File: config.mk
export PLATFORM = sky130hd
export DESIGN_NAME = dio_port_ctrl
export DESIGN_NICKNAME = d
export VERILOG_FILES = /design/src/include/dio_pkg.sv /design/src/hdl/dio_in_sync.sv /design/src/hdl/dio_port_ctrl.sv
export SDC_FILE = /design/constraint.sdc
export NUM_CORES = 1
export LEC_CHECK = 0
export BUFFER_PORTS_ARGS = -buffer_cell sky130_fd_sc_hd__buf_2
export CORE_MARGIN = 1
export CORE_UTILIZATION = 52
export CTS_CLUSTER_DIAMETER = 120
export DETAILED_ROUTE_END_ITERATION = 6
export PLACE_DENSITY = 0.8
export SLEW_MARGIN = 5
export SYNTH_ARGS = -nofsm -noshare
export SYNTH_HDL_FRONTEND = slang
export SYNTH_HIERARCHICAL = 1
export SYNTH_SLANG_ARGS = --single-unit
File: constraint.sdc
create_clock -name aclk -period 2.9 [get_ports aclk]
set_input_delay 0.58 -clock aclk [delete_from_list [all_inputs] [get_ports aclk]]
set_output_delay 0.58 -clock aclk [all_outputs]
set_load 0.01 [all_outputs]
File: src/include/dio_pkg.sv
// Package for the digital I/O port controller: register map, field
// positions, reset values and the packed state carried by the design.
// Assumes a 32-bit AXI4-Lite register bus with an 8-bit byte address.
package dio_pkg;

  // ============================================================
  // Widths
  localparam int DIO_ADDR_W = 8;
  localparam int DIO_DATA_W = 32;
  localparam int DIO_IN_W = 6;
  localparam int DIO_OUT_W = 8;
  localparam int DIO_IRQ_W = 2;
  localparam int DIO_CFG_W = 16;

  // ============================================================
  // Register offsets (byte addresses)
  localparam logic [7:0] DIO_OFS_IN_STATUS = 8'h00;
  localparam logic [7:0] DIO_OFS_OUT_DRIVE = 8'h04;
  localparam logic [7:0] DIO_OFS_OUT_CFG = 8'h08;
  localparam logic [7:0] DIO_OFS_IRQ_STAT = 8'h0c;
  localparam logic [7:0] DIO_OFS_IRQ_MASK = 8'h10;

  // ============================================================
  // Field positions
  localparam int DIO_HALT_BIT = 8;
  localparam int DIO_INV_BIT = 5;
  localparam int DIO_TRIG_LSB = 8;
  localparam int DIO_IRQ_HALT = 0;
  localparam int DIO_IRQ_TRIG = 1;
  localparam int DIO_LANE_W = 8;
  localparam logic [15:0] DIO_CFG_WMASK = 16'hff20;

  // ============================================================
  // Responses and reset values
  localparam logic [1:0] DIO_RESP_OKAY = 2'h0;
  localparam logic [1:0] DIO_RESP_SLVERR = 2'h2;
  localparam logic [7:0] DIO_DRIVE_RST = 8'h00;
  localparam logic [15:0] DIO_CFG_RST = 16'h0000;
  localparam logic [1:0] DIO_IRQ_RST = 2'h0;

  // ============================================================
  // Carriers
  typedef struct packed {
    logic [DIO_IN_W-1:0] pins;
    logic halt_n;
  } dio_pin_in_t;

  localparam dio_pin_in_t DIO_PIN_IDLE = '{pins: 6'h00, halt_n: 1'b1};

  typedef struct packed {
    dio_pin_in_t meta;
    dio_pin_in_t sync;
  } dio_sync_t;

  typedef struct packed {
    logic aw_held;
    logic w_held;
    logic [DIO_ADDR_W-1:0] awaddr;
    logic [DIO_DATA_W-1:0] wdata;
    logic [3:0] wstrb;
    logic awready;
    logic wready;
    logic bvalid;
    logic [1:0] bresp;
    logic arready;
    logic rvalid;
    logic [1:0] rresp;
    logic [DIO_DATA_W-1:0] rdata;
    logic halt;
    logic [DIO_OUT_W-1:0] drive;
    logic [DIO_CFG_W-1:0] cfg;
    logic [DIO_IRQ_W-1:0] irq_stat;
    logic [DIO_IRQ_W-1:0] irq_mask;
    logic [DIO_OUT_W-1:0] oe_n;
    logic [DIO_OUT_W-1:0] pin_level;
    logic irq;
  } dio_state_t;

  localparam dio_state_t DIO_STATE_RST = '{oe_n: {DIO_OUT_W{1'b1}}, default: '0};

endpackage : dio_pkg

File: src/hdl/dio_in_sync.sv
// Two-stage synchroniser for the input port pins and the halt pin.
// Assumes pins are asynchronous to aclk; halt pin idles high.
`timescale 1ns/1ps
`default_nettype none
module dio_in_sync
  import dio_pkg::*;
(
  input wire logic aclk,
  input wire logic aresetn,
  input wire dio_pin_in_t pins_raw,
  output dio_pin_in_t pins_sync
);

  // ============================================================
  // State
  dio_sync_t q;
  dio_sync_t next_q;

  always_comb begin
    next_q = q;
    next_q.meta = pins_raw;
    next_q.sync = q.meta;
  end

  // Idle value keeps the halt latch quiet through reset
  always_ff @(posedge aclk) begin
    if (!aresetn) begin
      q <= '{meta: DIO_PIN_IDLE, sync: DIO_PIN_IDLE};
    end else begin
      q <= next_q;
    end
  end

  assign pins_sync = q.sync;

endmodule : dio_in_sync
`default_nettype wire

File: src/hdl/dio_port_ctrl.sv
// Digital I/O port controller: six-bit input port, eight open-drain
// outputs with polarity inversion, trigger outputs and a halt latch.
// Assumes an AXI4-Lite master on aclk; pins are asynchronous.
//
// Functional notes
// Input pins 5..0 readable, read-only status bits
// Normal polarity: drive one turns transistor on
// Normal polarity: drive zero turns transistor off
// Trigger output rests off, on during trigger
// Config bit 5 inverts output sense
// Halt forces outputs off, on if inverted
// Low halt pin sets latch until cleared
//
// The address map and register access over AXI4-Lite were left to the implementer.
`timescale 1ns/1ps
`default_nettype none
module dio_port_ctrl
  import dio_pkg::*;
(
  input wire logic aclk,
  input wire logic aresetn,
  input wire logic [DIO_ADDR_W-1:0] s_axi_awaddr,
  input wire logic s_axi_awvalid,
  output logic s_axi_awready,
  input wire logic [DIO_DATA_W-1:0] s_axi_wdata,
  input wire logic [3:0] s_axi_wstrb,
  input wire logic s_axi_wvalid,
  output logic s_axi_wready,
  output logic [1:0] s_axi_bresp,
  output logic s_axi_bvalid,
  input wire logic s_axi_bready,
  input wire logic [DIO_ADDR_W-1:0] s_axi_araddr,
  input wire logic s_axi_arvalid,
  output logic s_axi_arready,
  output logic [DIO_DATA_W-1:0] s_axi_rdata,
  output logic [1:0] s_axi_rresp,
  output logic s_axi_rvalid,
  input wire logic s_axi_rready,
  input wire logic [DIO_IN_W-1:0] in_pins,
  input wire logic halt_pin_n,
  input wire logic trig_event,
  output logic [DIO_OUT_W-1:0] out_pin_o,
  output logic [DIO_OUT_W-1:0] out_pin_oe_n,
  output logic irq
);

  // ============================================================
  // Decode helpers
  function automatic logic is_mapped(input logic [DIO_ADDR_W-1:0] a);
    is_mapped = (a == DIO_OFS_IN_STATUS) || (a == DIO_OFS_OUT_DRIVE) ||
                (a == DIO_OFS_OUT_CFG) || (a == DIO_OFS_IRQ_STAT) ||
                (a == DIO_OFS_IRQ_MASK);
  endfunction : is_mapped

  function automatic logic [DIO_DATA_W-1:0] merge(
    input logic [DIO_DATA_W-1:0] old_v,
    input logic [DIO_DATA_W-1:0] new_v,
    input logic [3:0] strb
  );
    logic [DIO_DATA_W-1:0] m;
    m = '0;
    for (int i = 0; i < 4; i++) begin
      m[i*DIO_LANE_W +: DIO_LANE_W] = {DIO_LANE_W{strb[i]}};
    end
    merge = (old_v & ~m) | (new_v & m);
  endfunction : merge

  function automatic logic [DIO_OUT_W-1:0] mosfets(
    input logic halt,
    input logic [DIO_OUT_W-1:0] drive,
    input logic [DIO_CFG_W-1:0] cfg,
    input logic trig
  );
    logic inv;
    logic [DIO_OUT_W-1:0] sel;
    inv = cfg[DIO_INV_BIT];
    sel = cfg[DIO_TRIG_LSB +: DIO_OUT_W];
    if (halt) begin
      mosfets = {DIO_OUT_W{inv}};
    end else begin

      mosfets = ((drive ^ {DIO_OUT_W{inv}}) & ~sel) | (sel & {DIO_OUT_W{trig}});
    end
  endfunction : mosfets

  // ============================================================
  // Pin synchroniser
  dio_pin_in_t pins_raw;
  dio_pin_in_t pins_sync;

  assign pins_raw = '{pins: in_pins, halt_n: halt_pin_n};

  dio_in_sync u_sync (
    .aclk(aclk),
    .aresetn(aresetn),
    .pins_raw(pins_raw),
    .pins_sync(pins_sync)
  );

  // ============================================================
  // Next-state logic
  dio_state_t q;
  dio_state_t next_q;
  logic aw_hs;
  logic w_hs;
  logic ar_hs;
  logic do_wr;
  logic wr_ok;
  logic [DIO_DATA_W-1:0] rd_word;
  logic [DIO_DATA_W-1:0] wr_word;
  logic [DIO_IRQ_W-1:0] ev;

  assign aw_hs = s_axi_awvalid && q.awready;
  assign w_hs = s_axi_wvalid && q.wready;
  assign ar_hs = s_axi_arvalid && q.arready;

  // Read mux; unused bits read as zero
  always_comb begin
    rd_word = '0;
    case (s_axi_araddr)
      DIO_OFS_IN_STATUS: begin
        rd_word[DIO_IN_W-1:0] = pins_sync.pins;
        rd_word[DIO_HALT_BIT] = q.halt;
      end
      DIO_OFS_OUT_DRIVE: rd_word[DIO_OUT_W-1:0] = q.drive;
      DIO_OFS_OUT_CFG: rd_word[DIO_CFG_W-1:0] = q.cfg;
      DIO_OFS_IRQ_STAT: rd_word[DIO_IRQ_W-1:0] = q.irq_stat;
      DIO_OFS_IRQ_MASK: rd_word[DIO_IRQ_W-1:0] = q.irq_mask;
      default: rd_word = '0;
    endcase
  end

  always_comb begin
    next_q = q;
    do_wr = 1'b0;
    wr_ok = 1'b0;
    wr_word = '0;
    ev = '0;
    // Write address and data are taken independently
    if (aw_hs) begin
      next_q.aw_held = 1'b1;
      next_q.awaddr = s_axi_awaddr;
    end
    if (w_hs) begin
      next_q.w_held = 1'b1;
      next_q.wdata = s_axi_wdata;
      next_q.wstrb = s_axi_wstrb;
    end
    if (q.bvalid && s_axi_bready) begin
      next_q.bvalid = 1'b0;
    end
    if (next_q.aw_held && next_q.w_held && !q.bvalid) begin
      do_wr = 1'b1;
      wr_ok = is_mapped(next_q.awaddr);
      next_q.aw_held = 1'b0;
      next_q.w_held = 1'b0;
      next_q.bvalid = 1'b1;
      next_q.bresp = wr_ok ? DIO_RESP_OKAY : DIO_RESP_SLVERR;
    end
    if (do_wr && wr_ok) begin
      case (next_q.awaddr)
        DIO_OFS_IN_STATUS: begin
          // Input bits ignore writes; only the halt latch is writable
          wr_word = merge({{(DIO_DATA_W-1){1'b0}}, q.halt} << DIO_HALT_BIT,
                          next_q.wdata, next_q.wstrb);
          next_q.halt = wr_word[DIO_HALT_BIT];
        end
        DIO_OFS_OUT_DRIVE: begin
          wr_word = merge({{(DIO_DATA_W-DIO_OUT_W){1'b0}}, q.drive},
                          next_q.wdata, next_q.wstrb);
          next_q.drive = wr_word[DIO_OUT_W-1:0];
        end
        DIO_OFS_OUT_CFG: begin
          wr_word = merge({{(DIO_DATA_W-DIO_CFG_W){1'b0}}, q.cfg},
                          next_q.wdata, next_q.wstrb);
          next_q.cfg = wr_word[DIO_CFG_W-1:0] & DIO_CFG_WMASK;
        end
        DIO_OFS_IRQ_STAT: begin
          if (next_q.wstrb[0]) begin
            next_q.irq_stat = q.irq_stat & ~next_q.wdata[DIO_IRQ_W-1:0];
          end
        end
        DIO_OFS_IRQ_MASK: begin
          if (next_q.wstrb[0]) begin
            next_q.irq_mask = next_q.wdata[DIO_IRQ_W-1:0];
          end
        end
        default: next_q.bresp = DIO_RESP_SLVERR;
      endcase
    end
    next_q.awready = !next_q.aw_held && !next_q.bvalid;
    next_q.wready = !next_q.w_held && !next_q.bvalid;

    // Read channel: one outstanding read
    if (q.rvalid && s_axi_rready) begin
      next_q.rvalid = 1'b0;
    end
    if (ar_hs) begin
      next_q.rvalid = 1'b1;
      next_q.rdata = rd_word;
      next_q.rresp = is_mapped(s_axi_araddr) ? DIO_RESP_OKAY : DIO_RESP_SLVERR;
    end
    next_q.arready = !next_q.rvalid;

    // Pin low beats a software clear in the same cycle
    if (!pins_sync.halt_n) begin
      next_q.halt = 1'b1;
      ev[DIO_IRQ_HALT] = !q.halt;
    end
    ev[DIO_IRQ_TRIG] = trig_event;
    next_q.irq_stat = next_q.irq_stat | ev;
    next_q.irq = |(next_q.irq_stat & next_q.irq_mask);

    // Same edge as the register write, so pins change with the B response
    next_q.oe_n = ~mosfets(next_q.halt, next_q.drive, next_q.cfg, trig_event);
  end

  always_ff @(posedge aclk) begin
    if (!aresetn) begin
      q <= DIO_STATE_RST;
    end else begin
      q <= next_q;
    end
  end

  // ============================================================
  // Outputs
  assign s_axi_awready = q.awready;
  assign s_axi_wready = q.wready;
  assign s_axi_bvalid = q.bvalid;
  assign s_axi_bresp = q.bresp;
  assign s_axi_arready = q.arready;
  assign s_axi_rvalid = q.rvalid;
  assign s_axi_rdata = q.rdata;
  assign s_axi_rresp = q.rresp;
  // Open drain: the pin is only ever pulled low
  assign out_pin_o = q.pin_level;
  // Enable kept inverted in the register so the pin never glitches
  assign out_pin_oe_n = q.oe_n;
  assign irq = q.irq;

  logic plain_mode;
  assign plain_mode = !q.halt && (q.cfg[DIO_TRIG_LSB +: DIO_OUT_W] == '0);
endmodule : dio_port_ctrl
`default_nettype wire

Word-level counts from Yosys, hierarchy flattened
Cells that the tools add are included.
{"block": "word_totals", "wordCells": 109, "regBits": 116, "in_bits": 67, "out_inout_bits": 58}
{"block": "classes", "n_reduce_logical": 28, "n_eq_ne": 8, "muxes": 31, "bitwise": 18}
{"cell": "$mux 36", "n": 1}
{"cell": "$mux 35", "n": 1}
{"cell": "$and 16x16->16", "n": 2}
{"cell": "$eq 8x4->1 const B", "n": 4}
{"cell": "$mux 29", "n": 1}
{"cell": "$and 8x8->8", "n": 3}
{"cell": "$mux 8", "n": 3}
{"cell": "$mux 2", "n": 10}
{"cell": "$eq 8x3->1 const B", "n": 2}
{"cell": "$eq 8x5->1 const B", "n": 2}
{"cell": "$logic_not 8->1", "n": 2}
{"cell": "$mux 16", "n": 1}
{"cell": "$not 16->16", "n": 1}
{"cell": "$not 8->8", "n": 2}
{"cell": "$or 16x16->16", "n": 1}
{"cell": "$or 8x8->8", "n": 2}
{"cell": "$pmux 4 s3", "n": 1}
{"cell": "$logic_and 1x1->1", "n": 10}
{"cell": "$and 9x9->9", "n": 1}
{"cell": "$mux 1", "n": 9}
{"cell": "$or 9x9->9", "n": 1}
{"cell": "$logic_or 1x1->1", "n": 8}
{"cell": "$pmux 2 s4", "n": 1}
{"cell": "$xor 8x8->8", "n": 1}
{"cell": "other kinds (9)", "n": 15}

Depth between registers and ports, before layout
Gate-level depths: netlist of the first run.
{"block": "depth", "depth_word": 15, "depth_mapped": 9}

Modules after synthesis
The synthesis of the first run kept the hierarchy.
{"module": "dio_port_ctrl", "seq_area_each_um2": 1661.6, "area_each_um2": 3920.0, "n_inst": 1, "cells_each": 415}
{"module": "dio_in_sync", "seq_area_each_um2": 280.3, "area_each_um2": 389.1, "n_inst": 1, "cells_each": 29}

Worst setup path before layout of the first run
No wires, ideal clock.
{"block": "synth_path", "path_kind": "input to register", "from": "input port s_axi_awvalid", "to": "register q (netlist bit out_pin_oe_n[7])", "t_required_ps": 2765, "arrival_ps": 2492, "setup_time_ps": 135, "stages": 8, "slack_ps": 273, "cell_sequence": "a211o_1 -> a211o_1 -> a2111oi_1 -> mux2i_1 -> clkbuf_1 -> nand2_1 -> nor3_1 -> o41ai_2"}
{"block": "synth_via", "elab_chain_cells": 15, "word_cells_on_any_way": 29, "cone_classes": "4 x eq/ne; 10 x mux; 6 x bitwise; 9 x reduce/logical"}
{"item": "start: declaration", "line": "dio_port_ctrl.sv:23", "text": "input wire logic s_axi_awvalid,"}
{"item": "$logic_and 1x1->1 *", "line": "dio_port_ctrl.sv:113", "text": "assign aw_hs = s_axi_awvalid && q.awready;"}
{"item": "$mux 8", "line": "dio_port_ctrl.sv:140", "text": "if (aw_hs) begin"}
{"item": "$eq 8x3->1 / $logic_not 8->1 (equally long branches)"}
{"item": "$logic_or 1x1->1 (2 in a row)", "line": "dio_port_ctrl.sv:50", "text": "is_mapped = (a == DIO_OFS_IN_STATUS) || (a == DIO_OFS_OUT_DRIVE) ||"}
{"item": "$logic_or 1x1->1 (2 in a row)", "line": "dio_port_ctrl.sv:51", "text": "(a == DIO_OFS_OUT_CFG) || (a == DIO_OFS_IRQ_STAT) ||"}
{"item": "$mux 1", "line": "dio_port_ctrl.sv:152", "text": "if (next_q.aw_held && next_q.w_held && !q.bvalid) begin"}
{"item": "$logic_and 1x1->1", "line": "dio_port_ctrl.sv:160", "text": "if (do_wr && wr_ok) begin"}
{"item": "$mux 29 *", "line": "dio_port_ctrl.sv:160"}
{"item": "$xor 8x8->8 / $not 8->8 (equally long branches)", "line": "dio_port_ctrl.sv:82", "text": "mosfets = ((drive ^ {DIO_OUT_W{inv}}) & ~sel) | (sel & {DIO_OUT_W{trig}});"}
{"item": "$and 8x8->8", "line": "dio_port_ctrl.sv:82"}
{"item": "$or 8x8->8", "line": "dio_port_ctrl.sv:82"}
{"item": "$mux 8 *", "line": "dio_port_ctrl.sv:78", "text": "if (halt) begin"}
{"item": "$not 8->8 *", "line": "dio_port_ctrl.sv:215", "text": "next_q.oe_n = ~mosfets(next_q.halt, next_q.drive, next_q.cfg, trig_event);"}
{"item": "end signal: assignment", "line": "dio_port_ctrl.sv:222", "text": "q <= next_q;"}
{"item": "end: declaration", "line": "dio_port_ctrl.sv:102", "text": "dio_state_t q;"}
Every way passes the cells marked *; elsewhere a longest branch is shown, timed or not.
A chain may end at the register's enable or synchronous reset.

Worst setup path in the final report of the first run
{"block": "layout_path", "from": "register q[129] (netlist name)", "to": "register q (netlist bit out_pin_oe_n[7])"}
{"block": "layout_via", "elab_chain_cells": 14, "word_cells_on_any_way": 24, "cone_classes": "4 x eq/ne; 8 x mux; 6 x bitwise; 6 x reduce/logical"}
{"item": "$mux 8 *", "line": "dio_port_ctrl.sv:140"}
{"item": "$eq 8x3->1 / $logic_not 8->1 (equally long branches)"}
{"item": "$logic_or 1x1->1 (2 in a row)", "line": "dio_port_ctrl.sv:50"}
{"item": "$logic_or 1x1->1 (2 in a row)", "line": "dio_port_ctrl.sv:51"}
{"item": "$mux 1", "line": "dio_port_ctrl.sv:152"}
{"item": "$logic_and 1x1->1", "line": "dio_port_ctrl.sv:160"}
{"item": "$mux 29 *", "line": "dio_port_ctrl.sv:160"}
{"item": "$xor 8x8->8 / $not 8->8 (equally long branches)", "line": "dio_port_ctrl.sv:82"}
{"item": "$and 8x8->8", "line": "dio_port_ctrl.sv:82"}
{"item": "$or 8x8->8", "line": "dio_port_ctrl.sv:82"}
{"item": "$mux 8 *", "line": "dio_port_ctrl.sv:78"}
{"item": "$not 8->8 *", "line": "dio_port_ctrl.sv:215"}
Marks and branches as above.

==> impl_metrics.ini, run 1 <==
[setup_path]
rr_startpoint = q[129]
startpoint = q[129]
reg2reg_depth = 8
critPathSlowestCell = a2111oi_1
r2r_slack_ps = 280
critical_path_class = flop to flop
crit_cells = 8
critPathBufInv = 2
path_delay_family = compound AO/OA/AOI/OAI gates
cp.arrival_ps = 2890
max_stage_delay_ps = 450
worst-path-max-fanout = 6
cp-end-kind = flop
crit_chain = nor4_2, nand3_1, a2111oi_1, buf_4, mux2i_1, buf_4, and3b_1, o41ai_2
crit_required_ps = 3180
startpoint_type = flop
endpoint = out_pin_oe_n[7]
crit_top_cell = buf_4
reg2reg_to = out_pin_oe_n[7]

[drt]
drc = 0
vias_per_cell = 4.97
wl_per_cell_um = 13.3
vias = 3084
dr.pass1.iters = 4
ant_nets = 0
drt-initial-drc-count = 114
wl_um = 8260

[placement]
port_buffers = 81
dp_hpwl_um = 6220
placedCellCount = 604
gp_congestion = 0.834

[die]
fp.dieW_um = 93.0
die_area_um2 = 8650
io_pins = 125
coreArea_um2 = 7890
fp-row-count = 32
initial_core_util_pct = 54.6
die_y_um = 93.0

[final_layout]
syn2layout_area_growth_pct = 12.4
layout.cells.non_filler = 620
final_core_util_pct = 61.4
diodes = 0
drive_gt1_share_pct = 29.2
fin_nets = 580
fillerInstances = 672

[grt]
use_met3_pct = 4.63
grt_pass1_wl_um = 13400
busiest_layer = met2
grt_pass1_vias = 2897
grt.total_usage_pct = 19.9
grt_max_degree = 39
grt_antenna_before_repair = 0
overflow = 0
grt_use_met2_pct = 32.1
use_met1_pct = 26.2

[logic_synthesis]
synth_top_area_share_pct = 45.1
synth_xor_area_share_pct = 0
yosys.cell_types.count = 48
yosysSeqAreaShare_pct = 45.1
yosysWarnings = 6
synth_simple_gate_area_share_pct = 20.3
synth_area_um2 = 4310
synth_top_family_by_area = simple AND/OR/NAND/NOR gates
netlist_top_cells_area = dfxtp_1, buf_4, mux2i_1
synth_fa_ha_area_share_pct = 0
syn_inst = 444
ys_async_sr_fraction_pct = 0
synth_compound_area_share_pct = 11.8
synth-edff-count = 0
synthMuxAreaShare_pct = 11.1
syn_avg_cell_area_um2 = 9.71
synth.most_common_cell = dfxtp_1
synth_ff_type = dfxtp_1
yosysTopAreaCell = dfxtp_1
synthTopCellsByCount = dfxtp_1, buf_4, nor2b_1
ys_ff_latch = 97

[run]
maxCapViolations = 0

[cts]
cts_root_buf = clkbuf_8
clk_pin_slew_ps = 100
cts_tree = built
clock-sinks = 97
worstSkewPairLatency_ps = 370
cts_setup_buffers = 0
cts_buffers = 9
cts_max_path_buffers = 2
h-tree-depth = 3

[sta]
fin_skew_ps = 13.9
hold_ws_ps = 411
fmax_mhz = 382
tns_ps = 0
min_period_ps = 2620
slew-limit-headroom_pct = 64.8
setup_viol = 0
maxSlewViolCount = 0
tightest_slew_ps = 528
rsz0062_at_grt = no
hold_viol_final = 0
finalCritPeriodShare_pct = 90.3

[hold_path]
worstHoldStart = u_sync/next_q[0]
hold_path.class = flop to flop

[power]
ir_drop_v = 0.000334
p_total_mw = 2.50
p_leak_nw = 2.13
power.density_nw_per_um2 = 516

[run_status]
status = finished, final reports clean
[worst reg2reg max path, cell delays in order (launching register included)]
cell and delay, ps:
dfxtp_1 330, nor4_2 340, nand3_1 220, a2111oi_1 450, buf_4 180, mux2i_1 310, buf_4 200, and3b_1 180
o41ai_2 310
[per-layer routing]
metal  vias to the layer above  routed length [µm]
met3                        11                 334
met2                        81                3840
met4                         0                 150
li1                       1575                   -
met5                         -                   0
met1                      1417                3940
[worst min path at each step]
stage                               end  slack, ps  cells past startpoint
finish              u_sync/pins_sync[0]        410                      1
global route           u_sync/next_q[5]        400                      2
CTS                    u_sync/next_q[0]        400                      2
detailed placement  u_sync/pins_sync[0]        400                      1
global placement    u_sync/pins_sync[0]        390                      1
floorplan           u_sync/pins_sync[0]        390                      1
[sequential cells by signal (all words and copies together), names as in the netlist, 2 cells and up]
name,flops
out_pin_oe_n,8
q,50
s_axi_bresp,2
s_axi_rdata,16
u_sync/next_q,7
u_sync/pins_sync,7
[per-stage QoR]
stage          setup slack [ps]  area [µm²]
2_1_floorplan               273        4400
3_5_place_dp              -71.7        4650
4_1_cts                     143        4840
5_1_grt                    74.2        4840
3_3_place_gp              -2.36        4650
6_report                    281        4840
[layout by cell type, fill, tap and decap left out, drive strengths merged, types with 4 or more instances in the layout]
master  netlist  routed
and2         27      27
a21boi       10      10
and3          4       4
a21oi        11      11
buf          54     106
clkbuf       18       9
a22oi        12      12
nor2         13      13
mux2i        31      31
nor2b        44      44
o21ai         7       7
conb          1      25
o311ai        6       6
nand2b        7       7
mux2         15      15
dfxtp        97      97
nand2        36      36
nor3          8       8
inv           8      13
[cell families after synthesis]
family / after synthesis
flip-flops: 97
multiplexers: 46
AO/OA/AOI/OAI: 67
other: 1
buffers and inverters: 80
AND/OR/NAND/NOR: 153
[report_power, final]
| part | internal, mW | switching (mW) | total [mW] | leakage [nW] |
|---|---|---|---|---|
| Sequential | 1.37 | 0.0185 | 1.39 | 0.790 |
| Clock | 0.337 | 0.518 | 0.855 | 0.0962 |
| Combinational | 0.114 | 0.138 | 0.252 | 1.24 |
| Total | 1.82 | 0.675 | 2.50 | 2.13 |
[final cells by class]
class | instances | area (µm²) | area share, %
multi-input combinational | 291 | 1960 | 40.5
sequential | 97 | 1940 | 40.1
timing repair buffer | 106 | 593 | 12.2
tap | 102 | 128 | 2.63
clock buffer | 9 | 124 | 2.56
clock inverter | 7 | 67.6 | 1.39
inverter | 8 | 30.0 | 0.620
[what timing repair did]
action / in CTS / in global routing
resized for setup: 0 / 1
hold endpoints to repair: 0 / 0
endpoints found under the setup margin: 0 / 8
hold buffers: 0 / 0
(Power assumes the default switching activity.)
==> run 2: changes to the inputs <==
--- a/config.mk
+++ b/config.mk
@@ -11,6 +11,7 @@
 export CTS_CLUSTER_DIAMETER = 120
 export DETAILED_ROUTE_END_ITERATION = 6
 export PLACE_DENSITY = 0.8
+export REMOVE_ABC_BUFFERS = 1
 export SLEW_MARGIN = 5
 export SYNTH_ARGS = -nofsm -noshare
 export SYNTH_HDL_FRONTEND = slang
==> impl_metrics.ini, run 2 (synthesized netlist as in run 1, its figures left out) <==
[run_status]
status = finished, final reports clean

[run]
maxCapViolations = 0

[power]
p_leak_nw = 2.09
p_total_mw = 2.49
ir_drop_v = 0.000351
power.density_nw_per_um2 = 519

[cts]
worstSkewPairLatency_ps = 370
cts_tree = built
cts_buffers = 9
cts_setup_buffers = 0
cts_root_buf = clkbuf_8
hold_buffers = 0
clk_pin_slew_ps = 90
clock-sinks = 97
h-tree-depth = 3
cts_max_path_buffers = 2
ctsResizeCount = 0

[setup_path]
reg2reg_depth = 7
rr_startpoint = q[129]
startpoint = q[129]
startpoint_type = flop
reg2reg_to = out_pin_oe_n[5]
cp.arrival_ps = 2850
r2r_slack_ps = 240
worst-path-max-fanout = 14
cp-end-kind = flop
endpoint = out_pin_oe_n[5]
critical_path_class = flop to flop
crit_required_ps = 3090

[die]
io_pins = 125
fp.dieW_um = 93.0
coreArea_um2 = 7890
die_y_um = 93.0
initial_core_util_pct = 54.6
fp-row-count = 32
die_area_um2 = 8650

[sta]
setup_viol = 0
fmax_mhz = 376
hold_ws_ps = 392
maxSlewViolCount = 0
slew-limit-headroom_pct = 57.7
finalCritPeriodShare_pct = 91.8
tightest_slew_ps = 634
tns_ps = 0
hold_viol_final = 0
rsz0062_at_grt = no
fin_skew_ps = 14.6
min_period_ps = 2660
worst_slack_ps = 239

[placement]
placedCellCount = 596
dp_hpwl_um = 6060
pre_cts_ws_ps = -19.8
postPlaceCellArea_um2 = 4600
gp_congestion = 0.794
port_buffers = 81

[drt]
ant_nets = 0
wl_per_cell_um = 13.5
wl_um = 8280
vias = 3074
vias_per_cell = 5.02
dr.pass1.iters = 4
drt-initial-drc-count = 88
drc = 0

[grt]
grt_pass1_wl_um = 13600
grt_max_degree = 44
grt.total_usage_pct = 20.0
grt_antenna_before_repair = 0
grt_pass1_vias = 2941
overflow = 0

[final_layout]
layout.cells.non_filler = 612
diodes = 0
top_register = q
drive_gt1_share_pct = 27.8
final_core_util_pct = 60.7
largest_register_ff_count = 50
syn2layout_area_growth_pct = 11.2
fin_area_um2 = 4790
fin_nets = 572
layout_common_cells = dfxtp_1, buf_2, nor2b_1
final_common_cell = dfxtp_1

[hold_path]
holdPathStages = 2
hold_path.class = primary input to flop
==> run 2: area by class of cell <==
class / count / area [µm²]
Clock buffer: 10 / 138
Sequential cell: 97 / 1940
Tap cell: 102 / 128
Clock inverter: 6 / 55.1
Multi-Input combinational cell: 291 / 1950
Inverter: 8 / 30.0
Fill cell: 671 / 3100
Timing Repair Buffer: 98 / 546
==> run 2: how the worst min path moves through the flow <==
stage	endpoint	start	slack, ps
detailed placement	u_sync/pins_sync[0]	u_sync/next_q[0]	400
global route	u_sync/next_q[0]	halt_pin_n	390
floorplan	u_sync/pins_sync[0]	u_sync/next_q[0]	390
global placement	u_sync/pins_sync[0]	u_sync/next_q[0]	400
finish	u_sync/next_q[0]	halt_pin_n	390
CTS	u_sync/next_q[0]	halt_pin_n	390
==> run 2: routing by layer <==
layer	vias up	track usage (%)	share of wire, %
li1	1565	-	-
met1	1418	25.1	46
met2	84	33.9	47
met3	7	4.63	4.9
met4	0	6.41	1.2
met5	-	0	0
==> run 2: power by group <==
group	switching [mW]	internal [mW]	leakage, nW	total [mW]
clock	0.496	0.354	0.0998	0.849
combinational	0.137	0.109	1.20	0.246
sequential	0.0187	1.37	0.790	1.39
==> run 2: worst max-delay path: stages (launching register included) <==
cell and delay [ps]:
dfxtp_1 320, nor4_1 410, nand3_1 240, a2111oi_1 530, mux2i_1 140, buf_4 190, nor2_1 430, o311ai_0 240
